### src/mpt_pkg.sv
// Shared constants and types of the MAC to PHY frame timing block
`default_nettype none
package mpt_pkg;

  // Media interface style, taken from the link_mode pins
  typedef enum logic [1:0] {
    MPT_BYTE = 2'b00,
    MPT_DUAL = 2'b01,
    MPT_NIB  = 2'b10
  } mpt_mode_t;

  localparam int unsigned SYS_CLK_HZ  = 25_000_000;
  localparam int          DATA_W      = 8;
  localparam int          NIB_W       = 4;
  localparam int          MODE_W      = 2;
  localparam int          RX_ERR_W    = 6;
  localparam int          RX_ERR_PHY  = 0;
  localparam int          BUF_DEPTH   = 2;

  // Buffer word layout: {frame_bad, end_of_packet, data}
  localparam int          TXW_W       = DATA_W + 2;
  localparam int          TXW_EOP     = DATA_W;
  localparam int          TXW_BAD     = DATA_W + 1;

  // Synchroniser word layout: {mode, tx_clk, rx_clk, rx_error, rx_valid, rx_bus}
  localparam int          SYNC_W      = MODE_W + 4 + DATA_W;
  localparam int          SY_RVALID   = DATA_W;
  localparam int          SY_RERR     = DATA_W + 1;
  localparam int          SY_RCLK     = DATA_W + 2;
  localparam int          SY_TCLK     = DATA_W + 3;
  localparam int          SY_MODE     = DATA_W + 4;

  localparam logic [DATA_W-1:0] TX_BUS_RST = 8'h00;

endpackage
`default_nettype wire

### src/mpt_frame_timing.sv
// MAC side frame timing for byte-wide, dual-edge nibble and nibble media links
// How it works
// - Byte mode: enable spans frame, launched on rise
// - Byte mode: bad frame raises transmit error
// - Byte receive sampled on rise, valid frames data
// - Byte receive error reaches client error bit 0
// - Dual-edge: nibbles on both edges, control framed
// - Dual-edge: bad frame drops control at fall
// - Dual-edge receive sampled on both clock edges
// - Dual-edge receive error reaches client bit 0
// - Nibble mode: enable spans frame, launched on rise
// - Nibble mode: bad frame error for one cycle
// - Nibble receive sampled on rise, enable framed
// - Nibble receive error reaches client error bit 0
`timescale 1ns/100ps
`default_nettype none
module mpt_frame_timing (
  // Clock and reset
  input  wire logic                           clk_sys,
  input  wire logic                           srst,
  // Link style select
  input  wire logic [mpt_pkg::MODE_W-1:0]     link_mode,
  // Client transmit stream
  input  wire logic [mpt_pkg::DATA_W-1:0]     client_tx_data,
  input  wire logic                           client_tx_valid,
  output logic                                client_tx_ready,
  input  wire logic                           client_tx_end_of_packet,
  input  wire logic                           client_tx_frame_bad,
  // Client receive stream
  output logic      [mpt_pkg::DATA_W-1:0]     client_rx_data,
  output logic                                client_rx_valid,
  output logic                                client_rx_start_of_packet,
  output logic                                client_rx_end_of_packet,
  output logic      [mpt_pkg::RX_ERR_W-1:0]   client_rx_error,
  // Transmit link
  input  wire logic                           tx_clk,
  output logic      [mpt_pkg::DATA_W-1:0]     byte_tx_bus,
  output logic                                byte_tx_enable,
  output logic                                byte_tx_error,
  // Receive link
  input  wire logic                           rx_clk,
  input  wire logic [mpt_pkg::DATA_W-1:0]     byte_rx_bus,
  input  wire logic                           byte_rx_valid,
  input  wire logic                           byte_rx_error
);
  import mpt_pkg::*;

  typedef struct packed {
    logic              tclk_prev;
    logic              rclk_prev;
    logic [DATA_W-1:0] tx_bus;
    logic              tx_en;
    logic              tx_err;
    logic              tx_hi;
    logic [NIB_W-1:0]  tx_up;
    logic              tx_upbad;
    logic              rx_hi;
    logic [NIB_W-1:0]  rx_lo;
    logic              rx_ctl_r;
    logic              pend_v;
    logic [DATA_W-1:0] pend_d;
    logic              pend_first;
    logic              in_frame;
    logic              err_seen;
    logic [DATA_W-1:0] out_d;
    logic              out_v;
    logic              out_sop;
    logic              out_eop;
    logic              out_err;
  } mpt_state_t;

  mpt_state_t        s_reg;
  mpt_state_t        s_next;
  logic [SYNC_W-1:0] sq;
  logic [TXW_W-1:0]  buf_q;
  logic              buf_v;
  logic              tx_pop;
  logic              tx_rise;
  logic              tx_fall;
  logic              rx_rise;
  logic              rx_fall;
  logic              got_byte;
  logic [DATA_W-1:0] got_d;
  logic              err_now;
  logic              rx_end;
  logic              err_final;
  mpt_mode_t         mode;

  // All link pins cross into clk_sys together, so data and clock keep their order
  mpt_sync #(.W(SYNC_W)) u_sync (
    .clk_sys (clk_sys),
    .srst    (srst),
    .d       ({link_mode, tx_clk, rx_clk, byte_rx_error, byte_rx_valid, byte_rx_bus}),
    .q       (sq)
  );

  // Absorbs client words while the link waits for its next clock edge
  mpt_buf2 #(.W(TXW_W), .DEPTH(BUF_DEPTH)) u_buf (
    .clk_sys   (clk_sys),
    .srst      (srst),
    .in_valid  (client_tx_valid),
    .in_ready  (client_tx_ready),
    .in_data   ({client_tx_frame_bad, client_tx_end_of_packet, client_tx_data}),
    .out_valid (buf_v),
    .out_ready (tx_pop),
    .out_data  (buf_q)
  );

  assign mode    = mpt_mode_t'(sq[SY_MODE +: MODE_W]);
  assign tx_rise = sq[SY_TCLK] && !s_reg.tclk_prev;
  assign tx_fall = !sq[SY_TCLK] && s_reg.tclk_prev;
  assign rx_rise = sq[SY_RCLK] && !s_reg.rclk_prev;
  assign rx_fall = !sq[SY_RCLK] && s_reg.rclk_prev;

  always_comb begin
    s_next           = s_reg;
    s_next.tclk_prev = sq[SY_TCLK];
    s_next.rclk_prev = sq[SY_RCLK];
    s_next.out_v     = 1'b0;
    tx_pop           = 1'b0;
    got_byte         = 1'b0;
    got_d            = '0;
    err_now          = 1'b0;
    rx_end           = 1'b0;
    err_final        = 1'b0;

    // Transmit: the client must keep pace with the link; an underrun ends the frame
    unique case (mode)
      MPT_DUAL: begin
        s_next.tx_err = 1'b0;
        if (tx_rise) begin
          s_next.tx_hi  = buf_v;
          s_next.tx_bus = TX_BUS_RST;
          s_next.tx_en  = buf_v;
          if (buf_v) begin
            tx_pop                  = 1'b1;
            s_next.tx_bus[NIB_W-1:0] = buf_q[NIB_W-1:0];
            s_next.tx_up            = buf_q[DATA_W-1:NIB_W];
            s_next.tx_upbad         = buf_q[TXW_BAD] && buf_q[TXW_EOP];
          end
        end else if (tx_fall && s_reg.tx_hi) begin
          s_next.tx_hi             = 1'b0;
          s_next.tx_bus[NIB_W-1:0] = s_reg.tx_up;
          // Control at the falling edge carries enable xor error
          s_next.tx_en             = !s_reg.tx_upbad;
        end
      end
      MPT_NIB: begin
        if (tx_rise) begin
          s_next.tx_bus = TX_BUS_RST;
          s_next.tx_err = 1'b0;
          s_next.tx_en  = 1'b0;
          if (s_reg.tx_hi) begin
            s_next.tx_hi             = 1'b0;
            s_next.tx_en             = 1'b1;
            s_next.tx_bus[NIB_W-1:0] = s_reg.tx_up;
            s_next.tx_err            = s_reg.tx_upbad;
          end else if (buf_v) begin
            tx_pop                   = 1'b1;
            s_next.tx_hi             = 1'b1;
            s_next.tx_en             = 1'b1;
            s_next.tx_bus[NIB_W-1:0] = buf_q[NIB_W-1:0];
            s_next.tx_up             = buf_q[DATA_W-1:NIB_W];
            s_next.tx_upbad          = buf_q[TXW_BAD] && buf_q[TXW_EOP];
          end
        end
      end
      default: begin
        // Byte mode; the unused code 2'b11 also lands here
        s_next.tx_hi = 1'b0;
        if (tx_rise) begin
          tx_pop        = buf_v;
          s_next.tx_en  = buf_v;
          s_next.tx_bus = buf_v ? buf_q[DATA_W-1:0] : TX_BUS_RST;
          s_next.tx_err = buf_v && buf_q[TXW_BAD] && buf_q[TXW_EOP];
        end
      end
    endcase

    // Receive: gather one byte per beat (two beats per byte in nibble mode), error sticks for the frame
    unique case (mode)
      MPT_DUAL: begin
        if (rx_rise) begin
          s_next.rx_ctl_r = sq[SY_RVALID];
          s_next.rx_lo    = sq[NIB_W-1:0];
          s_next.rx_hi    = sq[SY_RVALID];
          rx_end          = !sq[SY_RVALID];
        end else if (rx_fall && s_reg.rx_hi) begin
          s_next.rx_hi = 1'b0;
          got_byte     = 1'b1;
          got_d        = {sq[NIB_W-1:0], s_reg.rx_lo};
          err_now      = sq[SY_RVALID] ^ s_reg.rx_ctl_r;
        end
      end
      MPT_NIB: begin
        if (rx_rise) begin
          err_now = sq[SY_RVALID] && sq[SY_RERR];
          rx_end  = !sq[SY_RVALID];
          if (!sq[SY_RVALID]) begin
            s_next.rx_hi = 1'b0;
          end else if (!s_reg.rx_hi) begin
            s_next.rx_hi = 1'b1;
            s_next.rx_lo = sq[NIB_W-1:0];
          end else begin
            s_next.rx_hi = 1'b0;
            got_byte     = 1'b1;
            got_d        = {sq[NIB_W-1:0], s_reg.rx_lo};
          end
        end
      end
      default: begin
        s_next.rx_hi = 1'b0;
        if (rx_rise) begin
          got_byte = sq[SY_RVALID];
          got_d    = sq[DATA_W-1:0];
          err_now  = sq[SY_RVALID] && sq[SY_RERR];
          rx_end   = !sq[SY_RVALID];
        end
      end
    endcase

    // Any flagged beat counts, first nibble included; idle clears leftovers
    if (err_now) begin
      s_next.err_seen = 1'b1;
    end else if (rx_end) begin
      s_next.err_seen = 1'b0;
    end
    // One byte is held back so the last one can carry end of packet and error
    if (got_byte) begin
      if (s_reg.pend_v) begin
        s_next.out_v   = 1'b1;
        s_next.out_d   = s_reg.pend_d;
        s_next.out_sop = s_reg.pend_first;
        s_next.out_eop = 1'b0;
        s_next.out_err = 1'b0;
      end
      s_next.pend_v     = 1'b1;
      s_next.pend_d     = got_d;
      s_next.pend_first = !s_reg.in_frame;
      s_next.in_frame   = 1'b1;
    end else if (rx_end && s_reg.in_frame) begin
      err_final = s_reg.err_seen || err_now;
      if (s_reg.pend_v) begin
        s_next.out_v   = 1'b1;
        s_next.out_d   = s_reg.pend_d;
        s_next.out_sop = s_reg.pend_first;
        s_next.out_eop = 1'b1;
        s_next.out_err = err_final;
      end
      s_next.pend_v   = 1'b0;
      s_next.in_frame = 1'b0;
      s_next.err_seen = 1'b0;
    end
  end

  always_ff @(posedge clk_sys) begin
    if (srst) begin
      s_reg <= '0;
    end else begin
      s_reg <= s_next;
    end
  end

  assign byte_tx_bus               = s_reg.tx_bus;
  assign byte_tx_enable            = s_reg.tx_en;
  assign byte_tx_error             = s_reg.tx_err;
  assign client_rx_data            = s_reg.out_d;
  assign client_rx_valid           = s_reg.out_v;
  assign client_rx_start_of_packet = s_reg.out_sop;
  assign client_rx_end_of_packet   = s_reg.out_eop;
  assign client_rx_error           = {{(RX_ERR_W - 1){1'b0}}, s_reg.out_err};
endmodule
`default_nettype wire

### src/mpt_sync.sv
// Two-flop synchroniser for pins arriving from outside the system clock
`timescale 1ns/100ps
`default_nettype none
module mpt_sync #(
  parameter int W = 1
) (
  // Clock and reset
  input  wire logic         clk_sys,
  input  wire logic         srst,
  // Pins and their synchronised copy
  input  wire logic [W-1:0] d,
  output logic      [W-1:0] q
);
  import mpt_pkg::*;

  typedef struct packed {
    logic [W-1:0] s1;
    logic [W-1:0] s2;
  } mpt_sync_t;

  mpt_sync_t s_reg;
  mpt_sync_t s_next;

  // First stage feeds only the second stage
  always_comb begin
    s_next    = s_reg;
    s_next.s1 = d;
    s_next.s2 = s_reg.s1;
  end

  always_ff @(posedge clk_sys) begin
    if (srst) begin
      s_reg <= '0;
    end else begin
      s_reg <= s_next;
    end
  end

  assign q = s_reg.s2;

endmodule
`default_nettype wire

### src/mpt_buf2.sv
// Small valid/ready buffer with registered handshake outputs
`timescale 1ns/100ps
`default_nettype none
module mpt_buf2 #(
  parameter int W     = 10,
  parameter int DEPTH = 2
) (
  // Clock and reset
  input  wire logic         clk_sys,
  input  wire logic         srst,
  // Fill side
  input  wire logic         in_valid,
  output logic              in_ready,
  input  wire logic [W-1:0] in_data,
  // Drain side
  output logic              out_valid,
  input  wire logic         out_ready,
  output logic      [W-1:0] out_data
);
  import mpt_pkg::*;

  localparam int PW = (DEPTH > 1) ? $clog2(DEPTH) : 1;
  localparam int CW = $clog2(DEPTH + 1);

  typedef struct packed {
    logic [DEPTH-1:0][W-1:0] mem;
    logic [PW-1:0]           wr;
    logic [PW-1:0]           rd;
    logic [CW-1:0]           cnt;
    logic                    rdy;
    logic                    vld;
  } mpt_buf_t;

  mpt_buf_t s_reg;
  mpt_buf_t s_next;
  logic     push;
  logic     pop;

  // Flags registered so the client sees ready straight from a flop
  always_comb begin
    s_next = s_reg;
    push   = in_valid && s_reg.rdy;
    pop    = s_reg.vld && out_ready;
    if (push) begin
      s_next.mem[s_reg.wr] = in_data;
      s_next.wr = (s_reg.wr == PW'(DEPTH - 1)) ? '0 : s_reg.wr + 1'b1;
    end
    if (pop) begin
      s_next.rd = (s_reg.rd == PW'(DEPTH - 1)) ? '0 : s_reg.rd + 1'b1;
    end
    s_next.cnt = s_reg.cnt + CW'(push) - CW'(pop);
    s_next.rdy = (s_next.cnt != CW'(DEPTH));
    s_next.vld = (s_next.cnt != '0);
  end

  always_ff @(posedge clk_sys) begin
    if (srst) begin
      s_reg <= '0;
    end else begin
      s_reg <= s_next;
    end
  end

  assign in_ready  = s_reg.rdy;
  assign out_valid = s_reg.vld;
  assign out_data  = s_reg.mem[s_reg.rd];

endmodule
`default_nettype wire

### config.mk
export PLATFORM = sky130hd
export DESIGN_NAME = mpt_frame_timing
export DESIGN_NICKNAME = d
export VERILOG_FILES = /design/src/mpt_pkg.sv /design/src/mpt_frame_timing.sv /design/src/mpt_sync.sv /design/src/mpt_buf2.sv
export SDC_FILE = /design/constraint.sdc
export NUM_CORES = 1
export LEC_CHECK = 0
export BUFFER_PORTS_ARGS = -buffer_cell sky130_fd_sc_hd__buf_2
export CAP_MARGIN = 10
export CORE_MARGIN = 2
export CORE_UTILIZATION = 55
export DETAILED_ROUTE_END_ITERATION = 7
export PLACE_DENSITY = 0.78
export SETUP_SLACK_MARGIN = 0.05
export SLEW_MARGIN = 20
export SYNTH_ARGS = -nofsm -noshare
export SYNTH_HDL_FRONTEND = slang
export SYNTH_SLANG_ARGS = --single-unit
### constraint.sdc
create_clock -name clk_sys -period 3.4 [get_ports clk_sys]
set_input_delay 0 -clock clk_sys [delete_from_list [all_inputs] [get_ports clk_sys]]
set_output_delay 0 -clock clk_sys [all_outputs]
set_load 0.03 [all_outputs]
---- Yosys cells after proc, flatten, opt, wreduce, memory -nomap -nowiden ----
Index checks and enable logic that the tools add are counted.
storage, ports and cells
  register bits after elaboration ......... 102
  bits of input ports ..................... 27
  output and inout bits ................... 28
  word-level logic and storage cells ...... 161
cells by class
  add/sub/neg operators ................... 4
  magnitude comparators ................... 3
  equality and inequality tests ........... 16
  multiplexer cells ....................... 71
  bitwise logic cells ..................... 1
  reduce and logical (&&, ||, !) cells .... 35
operator list
  cell                                                             number
  8-bit two-way mux                                                7
  5-bit two-way mux                                                9
  10-bit two-way mux                                               4
  12-bit two-way mux                                               3
  1-bit two-way mux                                                32
  11-bit case mux with 2 select lines                              1
  20-bit bitwise mux                                               1
  2-bit != test, second input constant                             9
  16-bit two-way mux                                               1
  4-bit two-way mux                                                4
  8-bit case mux with 2 select lines                               1
  1-bit logical AND                                                14
  14-bit two-way mux                                               1
  10-bit demux with 1-bit select                                   1
  5-bit case mux with 2 select lines                               1
  2-bit nonzero test                                               5
  4-bit case mux with 2 select lines                               1
  2-bit AND reduction                                              4
  1-bit zero test                                                  7
  6-bit two-way mux                                                1
  2-bit by 1-bit != test with 1-bit output, second input constant  3
  3-bit != test, second input constant                             2
  1-bit case mux with 2 select lines                               3
  3-bit AND reduction                                              2
  other kinds (11)                                                 13

---- Logic depth before layout (Yosys ltp) ----
  depth after elaboration ................. 10
  gate-level depth with buffers ........... 11
  gate-level depth less buffers ........... 10

---- Hierarchy ----
From an unflattened synthesis, not the netlist that was laid out.
unflattened totals
  cell total of the unflattened synthesis .. 441
  area total of the unflattened synthesis .. 4167.7 sq um
modules (own cells, without submodules)
  module            times used  cells each  area each (sq um)  seq. area each (sq um)
  mpt_frame_timing  1           268         2322.2             940.9
  mpt_buf2          1           115         1067.3             520.5
  mpt_sync          1           58          778.2              560.5

---- Least setup slack after synthesis ----
Ideal clock, no wire load.
  path kind ............................... register to register
  start ................................... register u_sync.s_reg, in the netlist u_sync.q[12]
  end ..................................... register u_buf.s_reg, in the netlist u_buf.out_valid
  arrival time ............................ 2.016 ns
  required time ........................... 3.277 ns
  slack ................................... 1.261 ns
  cell stages (with the launch flop) ...... 12
  buffers on the path ..................... 1
  period minus slack after synthesis ...... 2.139 ns
  path through ............................ dfxtp_1 -> inv_1 -> ha_1 -> buf_2 -> a21oi_1 -> ha_1 -> inv_1 -> ha_1 -> xor2_1 -> xnor2_1 -> nor2_1 -> or2_2
between the ends
  longest elaborated chain between the ends .. 5
RTL lines
  item                                                                                   line                     source
  start: declaration                                                                     mpt_sync.sv:21           mpt_sync_t s_reg;
  start signal: assignment                                                               mpt_sync.sv:35           s_reg <= s_next;
  2-bit equality test or 2-bit by 1-bit equality test with 1-bit output (tied branches)  mpt_frame_timing.sv:128  unique case (mode)
  1-bit case mux with 2 select lines *                                                   mpt_frame_timing.sv:128
  1-bit logical AND *                                                                    mpt_buf2.sv:43           pop = s_reg.vld && out_ready;
  via u_buf.pop                                                                          mpt_buf2.sv:37           logic pop;
  2-bit by 1-bit subtractor with 2-bit output *                                          mpt_buf2.sv:51           s_next.cnt = s_reg.cnt + CW'(push) - CW'(pop);
  2-bit nonzero test *                                                                   mpt_buf2.sv:53           s_next.vld = (s_next.cnt != '0);
  end signal: assignment                                                                 mpt_buf2.sv:60           s_reg <= s_next;
  end: declaration                                                                       mpt_buf2.sv:34           mpt_buf_t s_reg;
Mark *: on every way through the listed nets, which the timed path passes. The rest lies on a longest branch.
A chain may end at the register's enable or synchronous reset.

---- Final worst setup path ----
Same ends and word-level chain as after synthesis.

==> flow_summary.ini <==
[timing]
fin_hold_ws_ns = 0.04396
tns_ns = 0
tightest_slew_ns = 0.7907
hold_viol_final = 0
slew_violations = 0
slew_headroom_pct = 47.28
max_freq_mhz = 426.3
grt_setup_unrepaired = no
min_period_ns = 2.346
fin_skew_ns = 0.01616
min_period_over_period_pct = 69.00
finalSetupViolCount = 0

[setup_path]
crit_required_ns = 3.66
slowest_stage = dfxtp_1
crit_end = u_buf.out_valid$_SDFF_PP0_
critPathBufInv = 2
r2r_end = u_buf.out_valid$_SDFF_PP0_
path_delay_family = adder cells
crit_fanout = 13
slowest_delay_ns = 0.35
reg2reg_from = u_sync.q[12]$_SDFF_PP0_
startpoint = u_sync.q[12]$_SDFF_PP0_
crit_cells = 10
cp.arrival_ns = 2.60
crit_top_cell = ha_1
cp-start-kind = flop
reg2reg_slack_ns = 1.05
rr_worst_depth = 10
endpoint_kind = flop
worst-setup-path-type = reg -> reg
crit_path_cell_trace = inv_1 > ha_1 > a21oi_1 > ha_1 > inv_1 > ha_1 > xor2_1 > xnor2_1 > nor2_1 > or2_2

[clock_tree]
cts_tree = built
cts.repair.resized = 0
cts.sinks = 101
cts_root_buf = clkbuf_8
htree_levels = 3
cts_made_buffers = 9
postCtsSetupBuffers = 0
clk_latency_ns = 0.38
clkTransAtPathRegs_ns = 0.10
clock_path_buffers = 2

[drt]
ant_nets = 0
finalWirelength_um = 7817
first_pass_iters = 5
wire_per_inst_um = 13.12
vias = 3169
drc = 0
via_per_inst = 5.317
drtIter0Drc = 256

[synth]
syn_area_per_cell_um2 = 9.177
async_reset_ff_share_pct = 0
postSynth.topFlopCell = dfxtp_1
yosys-top-cells-area = dfxtp_1 (49%), a21oi_1 (5.6%), nor2b_1 (5.4%), nand2_1 (4.8%), buf_4 (4.2%)
yosysWarnings = 0
ys_seq_elements = 101
synth_edf_count = 0
synthDistinctLibCells = 54
synth.largest_area_cell = dfxtp_1
synthCells = 451
synth_area_um2 = 4139
netlist.area_leader.share_pct = 48.85
seq_area_frac_synth_pct = 48.85

[flow_run]
max_cap_viol_count = 0

[global_route]
grt_pass1_vias = 3026
grt_start_max_net_pins = 48
grt_first_pass_wirelength_um = 13530
antenna_found_initial = 0
grt.total_usage_pct = 20.03
grt_overflow = 0

[cells_and_area]
drive_gt1_share_pct = 17.10
area_growth_pct = 13.48
diodes = 0
nets = 523
final_design_area_no_fill_um2 = 4697
fillCellCount = 590
largest_reg_flops = 25
final_util_pct = 64.76

[die]
core_um2 = 7253
start_util_pct = 57.06
io_pins = 55
die-area_um2 = 8236
die_w_um = 90.75
num_rows = 31
die-height_um = 90.75

[pwr]
p_leak_nw = 1.857
ir_worst_vdd_mv = 0.3097
total_power_w = 0.002259
power_density_nw_per_um2 = 480.9

[outcome]
status = finished, final reports clean

[place]
placed_area_um2 = 4230
hpwlAfterDp_um = 5163
portBuffers = 49
place_congestion = 0.8621

[worst_hold_path]
min_path_type = in -> reg
-- worst min path at each step --
stage	start	end	slack, ns	cells after the start
6_report	client_tx_valid	u_buf.s_reg[5]$_SDFFE_PP0P_	0.04	4
5_1_grt	client_tx_valid	u_buf.s_reg[5]$_SDFFE_PP0P_	0.06	4
4_1_cts	client_tx_valid	u_buf.s_reg[5]$_SDFFE_PP0P_	0.02	4
3_5_place_dp	byte_rx_error	u_sync.s_next[9]$_SDFF_PP0_	0.21	2
3_3_place_gp	byte_rx_valid	u_sync.s_next[8]$_SDFF_PP0_	0.21	2
2_1_floorplan	byte_rx_bus[0]	u_sync.s_next[0]$_SDFF_PP0_	0.13	1
-- cells by family (layout without fill, tap and decap cells) --
logic type | Yosys count | after routing | share of synthesized area, %
other | 1 | 5 | 0.09060
DFF | 101 | 101 | 48.85
AOI/OAI and AO/OA | 109 | 109 | 17.08
and+or+nand+nor | 157 | 157 | 19.38
adders and majority gates | 4 | 4 | 1.209
buffers and inverters | 58 | 100 | 8.162
muxes | 18 | 18 | 4.595
xor gates and xnor gates | 3 | 3 | 0.6349
-- synthesized netlist by cell type (all sizes together) (2+ instances only) --
cell type	n
o21a	2
o211ai	9
xnor2	2
o22ai	3
nand3	17
nand2	53
nand3b	5
ha	4
o31ai	2
clkbuf	14
nand4b	3
buf	34
a221oi	4
nor2b	36
dfxtp	101
mux2i	10
a21oi	46
or2	2
nor2	28
nand2b	4
mux2	8
a31o	2
and3	2
inv	9
a31oi	2
o21ai	18
a211oi	2
a22oi	12
-- stage by stage --
step / setup WS (ns) / instances
global placement: 1.210 / 556
detailed placement: 1.116 / 556
CTS: 1.056 / 596
finish: 1.054 / 596
global route: 0.8802 / 596
floorplan: 1.261 / 455
-- routing by layer --
metal	global-route usage, %	wire, um	vias to the layer above	share of wire (%)
li1	-	-	1607	-
met1	25.86	3710	1459	47
met2	31.84	3566	90	46
met3	5.760	413	13	5.3
met4	7.436	127	0	1.6
met5	0	0	-	0
-- timing repair --
| action | in CTS | in global routing |
|---|---|---|
| endpoints found under the setup margin | 0 | 0 |
| hold buffers | 24 | 0 |
| endpoints found under the hold margin | 34 | 0 |
-- final cells by class --
class	count	area, um^2	share of cell area (%)
sequential	101	2022	43.05
multi-input combinational	296	1794	38.20
timing repair buffer	74	493.0	10.50
clock buffer	9	123.9	2.637
tap	99	123.9	2.637
clock inverter	7	102.6	2.184
inverter	10	37.54	0.7991
-- power breakdown --
group | switching [W] | leakage (nW) | internal, W
sequential | 0.0000262 | 0.823 | 0.00122
clock | 0.000446 | 0.113 | 0.000366
combinational | 0.000113 | 0.921 | 0.0000836
-- placed cells by master, fill, tap and decap left out, types with 12 or more instances in the layout --
| master | n |
|---|---|
| dlygate4sd3_1 | 24 |
| nand3_1 | 17 |
| o21ai_0 | 17 |
| dfxtp_1 | 101 |
| nor2_1 | 27 |
| a22oi_1 | 12 |
| nand2_1 | 53 |
| a21oi_1 | 46 |
| buf_2 | 49 |
| nor2b_1 | 36 |
-- tightest hold or removal path: cells and delay by family --
| kind | cells | cell delay, ns |
|---|---|---|
| simple gates | 2 | 0.20 |
| buf+inv | 1 | 0.10 |
| compound gates | 1 | 0.06 |
Note: power is estimated with default switching activity, not from simulation.
